$ cat config.mk
export PLATFORM = sky130hd
export DESIGN_NAME = mscp_port
export DESIGN_NICKNAME = d
export VERILOG_FILES = /design/src/inc/mscp_pkg.sv /design/src/verilog/mscp_port.sv
export SDC_FILE = /design/constraint.sdc
export NUM_CORES = 1
export LEC_CHECK = 0
export BUFFER_PORTS_ARGS = -buffer_cell sky130_fd_sc_hd__buf_4
export CORE_MARGIN = 3
export CORE_UTILIZATION = 45
export CTS_CLUSTER_DIAMETER = 40
export DETAILED_ROUTE_END_ITERATION = 12
export HOLD_SLACK_MARGIN = 0.1
export PLACE_DENSITY_LB_ADDON = 0.15
export SLEW_MARGIN = 25
export SYNTH_ARGS = -nofsm -noshare
export SYNTH_HDL_FRONTEND = slang
export SYNTH_SLANG_ARGS = --single-unit
$ cat constraint.sdc
create_clock -name clk_sys -period 4.4 [get_ports clk_sys]
set_input_delay 0.66 -clock clk_sys [delete_from_list [all_inputs] [get_ports clk_sys]]
set_output_delay 0.66 -clock clk_sys [all_outputs]
set_load 0.005 [all_outputs]
$ cat src/inc/mscp_pkg.sv
package mscp_pkg;

  // Serial command and status framing.
  localparam int CMD_BITS      = 7;
  localparam int STAT_BITS     = 4;
  localparam int CMD_TONE_BIT  = 6;
  localparam int CMD_VAL_BIT   = 5;
  localparam int CMD_BANK_BIT  = 4;
  localparam int CNT_W         = 3;

  // Non-tone function indices, bank bit in position 4.
  localparam logic [4:0] FN_RESET      = 5'h00;
  localparam logic [4:0] FN_TONE       = 5'h01;
  localparam logic [4:0] FN_FORCE_MARK = 5'h02;
  localparam logic [4:0] FN_TX_LVL0    = 5'h03;
  localparam logic [4:0] FN_TX_LVL1    = 5'h04;
  localparam logic [4:0] FN_TX_ON      = 5'h05;
  localparam logic [4:0] FN_ALOOP      = 5'h06;
  localparam logic [4:0] FN_CPM        = 5'h07;
  localparam logic [4:0] FN_CONN       = 5'h08;
  localparam logic [4:0] FN_AUD_LVL0   = 5'h09;
  localparam logic [4:0] FN_AUD_LVL1   = 5'h0A;
  localparam logic [4:0] FN_FRAME0     = 5'h0B;
  localparam logic [4:0] FN_FRAME1     = 5'h0C;
  localparam logic [4:0] FN_SYNC       = 5'h0D;
  localparam logic [4:0] FN_SPEED      = 5'h0E;
  localparam logic [4:0] FN_ANSWER     = 5'h0F;
  localparam logic [4:0] FN_TX_SPACE   = 5'h10;
  localparam logic [4:0] FN_SCR_OFF    = 5'h11;
  localparam logic [4:0] FN_DLOOP      = 5'h12;
  localparam logic [4:0] FN_DOTTING    = 5'h13;
  localparam logic [4:0] FN_LOCKED     = 5'h14;
  localparam logic [4:0] FN_EXT_SLAVE  = 5'h15;
  localparam logic [4:0] FN_ANS_TONE   = 5'h17;

  // Tone-mode codes above the dial digits.
  localparam logic [3:0] TN_LAST_DIGIT = 4'hB;
  localparam logic [3:0] TN_GUARD_550  = 4'hC;
  localparam logic [3:0] TN_GUARD_1800 = 4'hD;
  localparam logic [3:0] TN_ROW_OFF    = 4'hE;
  localparam logic [3:0] TN_COL_OFF    = 4'hF;

  // Status bit positions.
  localparam int ST_ENERGY = 0;
  localparam int ST_FSK    = 1;
  localparam int ST_PSK    = 2;
  localparam int ST_UNSCR  = 3;

  // Bit clock timing.
  localparam int SYS_CLK_HZ   = 40_000_000;
  localparam int BIT_CLK_HZ   = 1200;
  localparam int BIT_HALF_CYC = SYS_CLK_HZ / (2 * BIT_CLK_HZ);
  localparam int DIV_W        = 16;

  typedef struct packed {
    logic       tone_on;
    logic       force_mark;
    logic [1:0] tx_level;
    logic       tx_on;
    logic       analog_loopback;
    logic       call_progress_monitor;
    logic       connect_indicator;
    logic [1:0] audio_level;
    logic [1:0] frame_length;
    logic       sync_mode;
    logic       high_speed;
    logic       answer_mode;
    logic       tx_space;
    logic       scrambler_off;
    logic       digital_loopback;
    logic       dotting_pattern_send;
    logic       locked_internal;
    logic       ext_slave;
    logic       answer_tone;
    logic       dial_on;
    logic [3:0] dial_digit;
    logic       guard_550;
    logic       guard_1800;
    logic       row_off;
    logic       col_off;
  } mscp_mode_t;

  localparam mscp_mode_t MODE_DEFAULT = '{frame_length: 2'h2, default: '0};

  typedef struct packed {
    logic sck;
    logic wr_n;
    logic rd_n;
    logic dio;
    logic txclk;
    logic txd;
    logic demod;
    logic [STAT_BITS-1:0] stat;
  } mscp_pins_t;

  typedef struct packed {
    mscp_pins_t                 sync1;
    mscp_pins_t                 sync2;
    mscp_pins_t                 prev;
    logic [CMD_BITS-1:0]        shift;
    logic [CNT_W-1:0]           shift_cnt;
    logic [STAT_BITS-1:0]       stat_shift;
    logic                       dio_out;
    logic                       dio_oe;
    mscp_mode_t                 mode;
    logic [DIV_W-1:0]           div_cnt;
    logic                       bit_clk;
    logic                       tx_clk_out;
    logic                       tx_clk_oe;
    logic                       rx_clk_out;
    logic                       rx_data;
    logic                       tx_mark;
    logic                       ans_tone_act;
  } mscp_state_t;

endpackage : mscp_pkg

$ cat src/verilog/mscp_port.sv
`timescale 1ns/10ps
`default_nettype none

// Function
// - Shift command bit on clock rise, write low.
// - Latch command when write strobe rises.
// - At most seven command bits accepted.
// - Drive status bit per clock rise, read low.
// - Status read returns four bits at most.
// - D6 tone select, D5 value, D4..D0 function.
// - Function 02 forces receive data mark.
// - Functions 3,4 set transmit level bits.
// - Functions 9,A set audio attenuation bits.
// - Functions B,C set frame length, default 10.
// - Tone C/D give 550/1800 Hz guard.
// - Bank-one 7 answer tone, low speed only.
// - Bank-zero toggles of modem mode functions.
// - Bank-one toggles of test and clock modes.
// - Transmit data high is mark, low space.
// - Receive data mark high, space low.
// - Internal sync high speed drives transmit clock.
// - External sync high speed drives receive clock out.
// - Serial bits travel least significant first.
// - Status energy, FSK, PSK, unscrambled mark.
module mscp_port #(
  parameter int BIT_HALF_CYC = mscp_pkg::BIT_HALF_CYC
) (
  // System clock and reset.
  input  wire logic                           clk_sys,
  input  wire logic                           sys_rst,
  // Serial command and status port.
  input  wire logic                           sck,
  input  wire logic                           wr_n,
  input  wire logic                           rd_n,
  input  wire logic                           dio_in,
  output var  logic                           dio_out,
  output var  logic                           dio_oe,
  // Terminal data.
  input  wire logic                           tx_data_in,
  output var  logic                           tx_mark,
  input  wire logic                           demod_in,
  output var  logic                           rx_data_out,
  // Synchronous bit clocks.
  input  wire logic                           tx_bit_clock_in,
  output var  logic                           tx_bit_clock_out,
  output var  logic                           tx_bit_clock_oe,
  output var  logic                           rx_bit_clock,
  // Receiver status and mode settings.
  input  wire logic [mscp_pkg::STAT_BITS-1:0] stat_in,
  output var  mscp_pkg::mscp_mode_t           mode_out,
  output var  logic                           answer_tone_active
);
  import mscp_pkg::*;

  mscp_state_t st_ff;
  mscp_state_t nxt_st;
  mscp_pins_t  pins_in;

  // Apply one latched command to the mode settings.
  function automatic mscp_mode_t apply_cmd(input mscp_mode_t m,
                                           input logic [CMD_BITS-1:0] c);
    mscp_mode_t r;
    logic       v;
    logic [3:0] tc;
    logic [4:0] fn;
    r  = m;
    v  = c[CMD_VAL_BIT];
    tc = c[3:0];
    fn = c[CMD_BANK_BIT:0];
    if (c[CMD_TONE_BIT]) begin
      if (tc == TN_GUARD_550) begin
        r.guard_550 = v;
      end else if (tc == TN_GUARD_1800) begin
        r.guard_1800 = v;
      end else if (tc == TN_ROW_OFF) begin
        r.row_off = v;
      end else if (tc == TN_COL_OFF) begin
        r.col_off = v;
      end else begin
        r.dial_digit = tc;
        r.dial_on    = v;
      end
    end else begin
      case (fn)
        FN_RESET:      r = MODE_DEFAULT;
        FN_TONE:       r.tone_on = v;
        FN_FORCE_MARK: r.force_mark = v;
        FN_TX_LVL0:    r.tx_level[0] = v;
        FN_TX_LVL1:    r.tx_level[1] = v;
        FN_TX_ON:      r.tx_on = v;
        FN_ALOOP:      r.analog_loopback = v;
        FN_CPM:        r.call_progress_monitor = v;
        FN_CONN:       r.connect_indicator = v;
        FN_AUD_LVL0:   r.audio_level[0] = v;
        FN_AUD_LVL1:   r.audio_level[1] = v;
        FN_FRAME0:     r.frame_length[0] = v;
        FN_FRAME1:     r.frame_length[1] = v;
        FN_SYNC:       r.sync_mode = v;
        FN_SPEED:      r.high_speed = v;
        FN_ANSWER:     r.answer_mode = v;
        FN_TX_SPACE:   r.tx_space = v;
        FN_SCR_OFF:    r.scrambler_off = v;
        FN_DLOOP:      r.digital_loopback = v;
        FN_DOTTING:    r.dotting_pattern_send = v;
        FN_LOCKED:     r.locked_internal = v;
        FN_EXT_SLAVE:  r.ext_slave = v;
        FN_ANS_TONE:   r.answer_tone = v;
        // Unassigned function indices leave the settings alone.
        default:       r = m;
      endcase
    end
    return r;
  endfunction : apply_cmd

  always_comb begin
    pins_in.sck   = sck;
    pins_in.wr_n  = wr_n;
    pins_in.rd_n  = rd_n;
    pins_in.dio   = dio_in;
    pins_in.txclk = tx_bit_clock_in;
    pins_in.txd   = tx_data_in;
    pins_in.demod = demod_in;
    pins_in.stat  = stat_in;
  end

  always_comb begin
    logic sck_rise;
    logic wr_fall;
    logic wr_rise;
    logic rd_fall;
    logic txclk_rise;
    logic int_clk;
    logic ext_clk;
    sck_rise   = 1'b0;
    wr_fall    = 1'b0;
    wr_rise    = 1'b0;
    rd_fall    = 1'b0;
    txclk_rise = 1'b0;
    int_clk    = 1'b0;
    ext_clk    = 1'b0;
    nxt_st     = st_ff;

    // Pins pass two stages; edges are found on the second stage only.
    nxt_st.sync1 = pins_in;
    nxt_st.sync2 = st_ff.sync1;
    nxt_st.prev  = st_ff.sync2;

    sck_rise   = st_ff.sync2.sck & ~st_ff.prev.sck;
    wr_fall    = ~st_ff.sync2.wr_n & st_ff.prev.wr_n;
    wr_rise    = st_ff.sync2.wr_n & ~st_ff.prev.wr_n;
    rd_fall    = ~st_ff.sync2.rd_n & st_ff.prev.rd_n;
    txclk_rise = st_ff.sync2.txclk & ~st_ff.prev.txclk;

    // A new write frame starts from an empty shift register.
    if (wr_fall) begin
      nxt_st.shift     = '0;
      nxt_st.shift_cnt = '0;
    end

    if (sck_rise && !st_ff.sync2.wr_n) begin
      if (st_ff.shift_cnt < CNT_W'(CMD_BITS)) begin
        nxt_st.shift[st_ff.shift_cnt] = st_ff.sync2.dio;
        nxt_st.shift_cnt              = st_ff.shift_cnt + CNT_W'(1);
      end
    end

    if (wr_rise) begin
      nxt_st.mode = apply_cmd(st_ff.mode, st_ff.shift);
    end

    nxt_st.dio_oe = ~st_ff.sync2.rd_n;
    if (rd_fall) begin
      nxt_st.stat_shift = st_ff.sync2.stat;
      nxt_st.dio_out    = st_ff.sync2.stat[ST_ENERGY];
    end else if (sck_rise && !st_ff.sync2.rd_n) begin
      nxt_st.stat_shift = {1'b0, st_ff.stat_shift[STAT_BITS-1:1]};
      nxt_st.dio_out    = st_ff.stat_shift[ST_FSK];
    end else if (st_ff.sync2.rd_n) begin
      nxt_st.dio_out = 1'b0;
    end

    int_clk = st_ff.mode.high_speed & st_ff.mode.sync_mode & ~st_ff.mode.ext_slave;
    ext_clk = st_ff.mode.high_speed & st_ff.mode.sync_mode & st_ff.mode.ext_slave;

    // The divider follows the terminal's clock phase in external mode.
    if (ext_clk && txclk_rise) begin
      nxt_st.div_cnt = '0;
      nxt_st.bit_clk = 1'b1;
    end else if (st_ff.div_cnt >= DIV_W'(BIT_HALF_CYC - 1)) begin
      nxt_st.div_cnt = '0;
      nxt_st.bit_clk = ~st_ff.bit_clk;
    end else begin
      nxt_st.div_cnt = st_ff.div_cnt + DIV_W'(1);
    end

    nxt_st.tx_clk_oe  = int_clk;
    nxt_st.tx_clk_out = int_clk & st_ff.bit_clk;
    nxt_st.rx_clk_out = ext_clk & st_ff.bit_clk;

    nxt_st.rx_data = st_ff.mode.force_mark | st_ff.sync2.demod;

    if (st_ff.mode.tx_space) begin
      nxt_st.tx_mark = 1'b0;
    end else if (st_ff.mode.dotting_pattern_send) begin
      nxt_st.tx_mark = st_ff.bit_clk;
    end else begin
      nxt_st.tx_mark = st_ff.sync2.txd;
    end

    nxt_st.ans_tone_act = st_ff.mode.answer_tone & ~st_ff.mode.high_speed;
  end

  always_ff @(posedge clk_sys) begin
    if (sys_rst) begin
      st_ff      <= '0;
      st_ff.mode <= MODE_DEFAULT;
      st_ff.sync1.sck  <= 1'b1;
      st_ff.sync2.sck  <= 1'b1;
      st_ff.prev.sck   <= 1'b1;
      st_ff.sync1.wr_n <= 1'b1;
      st_ff.sync2.wr_n <= 1'b1;
      st_ff.prev.wr_n  <= 1'b1;
      st_ff.sync1.rd_n <= 1'b1;
      st_ff.sync2.rd_n <= 1'b1;
      st_ff.prev.rd_n  <= 1'b1;
    end else begin
      st_ff <= nxt_st;
    end
  end

  assign dio_out            = st_ff.dio_out;
  assign dio_oe             = st_ff.dio_oe;
  assign tx_mark            = st_ff.tx_mark;
  assign rx_data_out        = st_ff.rx_data;
  assign tx_bit_clock_out   = st_ff.tx_clk_out;
  assign tx_bit_clock_oe    = st_ff.tx_clk_oe;
  assign rx_bit_clock       = st_ff.rx_clk_out;
  assign mode_out           = st_ff.mode;
  assign answer_tone_active = st_ff.ans_tone_act;

endmodule : mscp_port

`default_nettype wire

# After elaboration in Yosys (flattened, before gate mapping)

Index checks and enable logic that the tools add are counted.

Output and inout bits: 39
Input port bits: 13
Logic and storage cells: 232
Register bits: 96

Add/sub/neg operators: 2
Mux-type cells: 48
Equality and inequality tests: 34
$lt $le $gt $ge: 4
Bitwise logic cells: 21
Reductions and logical operators: 62

Operators with widths:

| cell                                                   | count |
|---|---|
| AND reduction 3 bit                                    | 23 |
| nonzero test 2 bit                                     | 25 |
| case mux 1 bit (2 select lines)                        | 22 |
| equality test 5 x 4 -> 1 bit (second input constant)   | 8 |
| equality test 5 bit (second input constant)            | 7 |
| two-way mux 10 bit                                     | 3 |
| two-way mux 5 bit                                      | 5 |
| equality test 5 x 3 -> 1 bit (second input constant)   | 4 |
| two-way mux 9 bit                                      | 2 |
| adder 16 x 1 -> 16 bit (second input constant)         | 1 |
| equality test 4 bit (second input constant)            | 4 |
| >= comparator 16 x 15 -> 1 bit (second input constant) | 1 |
| AND reduction 6 bit                                    | 2 |
| bitwise AND 1 bit                                      | 11 |
| two-way mux 1 bit                                      | 11 |
| equality test 5 x 2 -> 1 bit (second input constant)   | 2 |
| inverter 1 bit                                         | 9 |
| != test 2 x 1 -> 1 bit (second input constant)         | 4 |
| != test 2 bit (second input constant)                  | 4 |
| bitwise mux 7 bit                                      | 1 |
| equality test 5 x 1 -> 1 bit (second input constant)   | 1 |
| logical NOT 5 bit                                      | 1 |
| AND reduction 5 bit                                    | 1 |
| logical AND 1 bit                                      | 4 |
| 14 further kinds                                       | 15 |

# Depth between registers and ports, before layout

Word-level depth: 7
Gate-level depth with buffers: 7
Mapped depth without buffers: 6

# Worst setup path before layout

No wires, ideal clock.

Path kind: reg2reg
Start: reg st_ff, in the netlist nxt_st[79]
End: reg st_ff, in the netlist mode_out[23]
Path slack: 2.800 ns
Period minus slack after synthesis: 1.600 ns
Buffers on the path: 2
Arrival: 1.472 ns
Data required time: 4.272 ns
Stages on the path, launching flop included: 7
Library setup time: 0.128 ns
Path through: dfxtp_1 buf_4 or4b_1 clkbuf_1 nor4_1 mux2i_1 nor2_1

Cells in the longest elaborated chain, start to end: 2

RTL lines:

| item                          | line             | text |
|---|---|---|
| start, declared               | mscp_port.sv:55  | `mscp_state_t st_ff;` |
| start signal, assigned        | mscp_port.sv:227 | `st_ff <= nxt_st;` |
| bitwise AND 1 bit             | mscp_port.sv:150 | `wr_rise = st_ff.sync2.wr_n & ~st_ff.prev.wr_n;` |
| AND reduction 3 bit (no line) | n/a              |  |

Every way passes these cells.
A chain may end at the register's enable or synchronous reset.

# Final worst setup path

Start: reg st_ff, in the netlist nxt_st[79]
End: reg st_ff, in the netlist mode_out[29]

The elaborated chain is that of the path after synthesis.

==> metrics.md <==
| Metric | Value |
|---|---|
| Syn. warnings | `0` |
| Slowest cell delay on critical path | `~900 ps` |
| Fin cells | `600` |
| Post-synth top area cell | `dfxtp_1` |
| WP buf/inv | `0` |
| # Post-CTS Setup Buffers | `0` |
| # DRC | `0` |
| CTS clock-pin slew for the worst setup and hold paths | `90 ps` |
| Initial Utilization | `47.6%` |
| Synthesized instance count | `~490` |
| Largest net degree at the start of global routing | `80` |
| First-pass GRT wire length | `14,400 µm` |
| Final setup skew | `about 9.1 ps` |
| CP Data Arrival Time | `between 2000 and 2500 ps` |
| Peak VDD IR | `0.219 mV` |
| Final Hold Viols | `0` |
| Part of the cycle the worst path needs | `49.0%` |
| Slew Limit Fails | `0` |
| RePlAce Congestion | `0.823` |
| DR pass1 iterations | `4` |
| Routed WL | `between 8000 and 9000 µm` |
| Max stage delay cell, worst path | `nor3b_1` |
| Run status | `finished clean` |
| Wire length per cell | `14.5 µm` |
| Post-synthesis cell type count | `56` |
| Register area share after synthesis | `44.7%` |
| Ranking of synthesized cells by area | `dfxtp_1 45%, buf_4 5.7%, a21oi_1 5.2%, nor2b_1 3.7%, nand2_1 3.4%` |
| Async S/R FF share, synth | `0%` |
| Core Box Area | `between 8000 and 9000 µm²` |
| Cells along the critical path | `nor3b_1 -> nand2_1 -> o31ai_1 -> a21oi_1` |
| Number of port buffers | `slightly above 50` |
| Delay-heaviest family, CP | `simple AND/OR/NAND/NOR gates` |
| Worst rel slew slack | `29.1%` |
| Clock Path Buffers | `2` |
| Die W | `103 µm` |
| EDFF count, synth | `0` |
| Via count | `3,310` |
| Root buffer cell | `clkbuf_8` |
| Clock sink count | `95` |
| Tmin final | `2160 ps` |
| Startpoint class of the critical path | `flop` |
| Power Dens Cells | `318 nW/µm²` |
| DPL Wire Length | `5950 µm` |
| Setup-failing EPs final | `0` |
| Die Y | `a little over 100 µm` |
| Die area | `10,600 µm²` |
| #FFs+latches synth | `95` |
| Max Fclk | `463 MHz` |
| WP data required | `4610 ps` |
| Diodes inserted | `0` |
| Average size of a mapped cell | `between 8 and 9 µm²` |
| CTS tree | `done` |
| Maximum fanout along the worst path | `10` |
| Fin Setup TNS | `0 ps` |
| Cell Area, Synth | `4250 µm²` |
| Max-Cap Viols | `0` |
| GRT Util Overall | `approximately 17%` |
| Actual slew at the worst max-slew pin | `1060 ps` |
| Cts repair resizes | `0` |
| Via/cell ratio | `5.52` |
| Skew-Pair Late Insertion Delay | `~360 ps` |
| Initial DRC count | `205` |
| Number of global-route vias before repair | `roughly 3,100` |
| Ports | `52` |
| Area Overhead vs Synth | `7.89%` |
| Final nets | `505` |
| Post-Syn Nets | `505` |
| Synth top area share | `44.7%` |
| Placed Instances | `~590` |
| Share of layout cells above drive strength 1 | `16.5%` |
| Kind of end point of the critical path | `flop` |
| Setup CP Type | `reg2reg` |
| ANT nets after route | `0` |
| Htree depth | `3` |
| CTS buffer count | `9` |
| Hold crit path type | `reg2reg` |
| Total congestion overflow | `0` |
| RSZ-0062 raised after global routing | `false` |
| Initial antenna violation count | `0` |
| Leakage | `about 1.7 nW` |
| CTS Hold Bufs | `0` |
| Placement Rows | `34` |
| Synth Flop Type | `dfxtp_1` |
placed cells by master (no fill, tap or decap), types with 10 or more instances in the layout:
cell type / Yosys / routed
nand2b_1: 12 / 12
dfxtp_1: 95 / 95
nand4_1: 11 / 11
nand3_1: 12 / 12
inv_1: 12 / 12
buf_4: 32 / 51
nor2_1: 29 / 29
a22oi_1: 10 / 10
nand2_1: 38 / 38
nor3_1: 11 / 11
a21oi_1: 44 / 44
nor2b_1: 25 / 25
o21ai_0: 24 / 24
state kept, by name, indices dropped and copies added, names as in the netlist:
signal / count
st_ff: 34
mode_out: 31
nxt_st: 22
answer_tone_active: 1
dio_oe: 1
dio_out: 1
rx_bit_clock: 1
rx_data_out: 1
tx_bit_clock_oe: 1
tx_bit_clock_out: 1
tx_mark: 1
worst paths after layout:
kind / start / endpoint / cells past startpoint / slack (ps)
worst max-delay path: nxt_st[79] / mode_out[29] / 4 / 2240
worst min-delay path: nxt_st[90] / nxt_st[79] / 1 / 420
worst max register to register: nxt_st[79] / mode_out[29] / 4 / 2240
worst min register to register: nxt_st[90] / nxt_st[79] / 1 / 420
worst reg2reg max path, stage by stage (launching register included):
cell and delay (ps):
dfxtp_1 500, nor3b_1 900, nand2_1 260, o31ai_1 270, a21oi_1 90
cells in the mapped netlist (5+ instances only):
library cell / n
dfxtp_1: 95
a21oi_1: 44
nand2_1: 38
buf_4: 32
nor2_1: 29
clkbuf_1: 26
nor2b_1: 25
o21ai_0: 24
inv_1: 12
nand2b_1: 12
nand3_1: 12
nand4_1: 11
nor3_1: 11
a22oi_1: 10
or2_2: 9
xnor2_1: 9
nor4_1: 7
and3_1: 6
nor3b_1: 6
o211ai_1: 6
and2_1: 5
cells by family (layout without fill, tap and decap cells):
logic type                 count (synthesis)  after routing  share of synthesized area (%)
AOI/OAI and AO/OA                        112            112                           16.7
adders and majority gates                  4              4                           1.18
muxes                                      3              3                          0.707
and+or+nand+nor                          187            187                           24.6
buffers and inverters                     74             78                           9.57
other                                      1              1                         0.0882
xor gates and xnor gates                  12             12                           2.47
DFF                                       95             95                           44.7
layout make-up:
cell class	count	area (µm²)
clock inverters	5	42.5
multi-input cells	319	1950
flip-flops and latches	95	1900
fillers	881	4350
clock buffers	10	128
repair buffers	51	383
inverters	12	45.0
well taps	108	135
metrics by stage:
step                setup slack, ps  utilization (%)  power, W  area [µm²]  hold slack [ps]
finish                         2240             51.3   0.00146        4590              419
floorplan                      2800                -  0.000940        4250              389
CTS                            2230             51.3   0.00147        4590              421
global route                   2140             51.3   0.00152        4590              433
detailed placement             2250             49.4  0.000957        4420              396
global placement               2090             49.3  0.000955        4410              394
metal layers:
layer,track usage [%],up-vias,wire length [µm]
met4,5.88,0,74
met3,3.22,6,431
met2,26.3,81,4000
li1,-,1682,-
met1,23.3,1541,4210
met5,0,-,0
power breakdown:
| part | leakage, nW | switching [W] | internal (W) |
|---|---|---|---|
| Sequential | 0.772 | 0.00000867 | 0.000874 |
| Clock | 0.0833 | 0.000312 | 0.000209 |
| Combinational | 0.815 | 0.0000287 | 0.0000244 |
No activity file was read; power rests on OpenSTA's default activity.
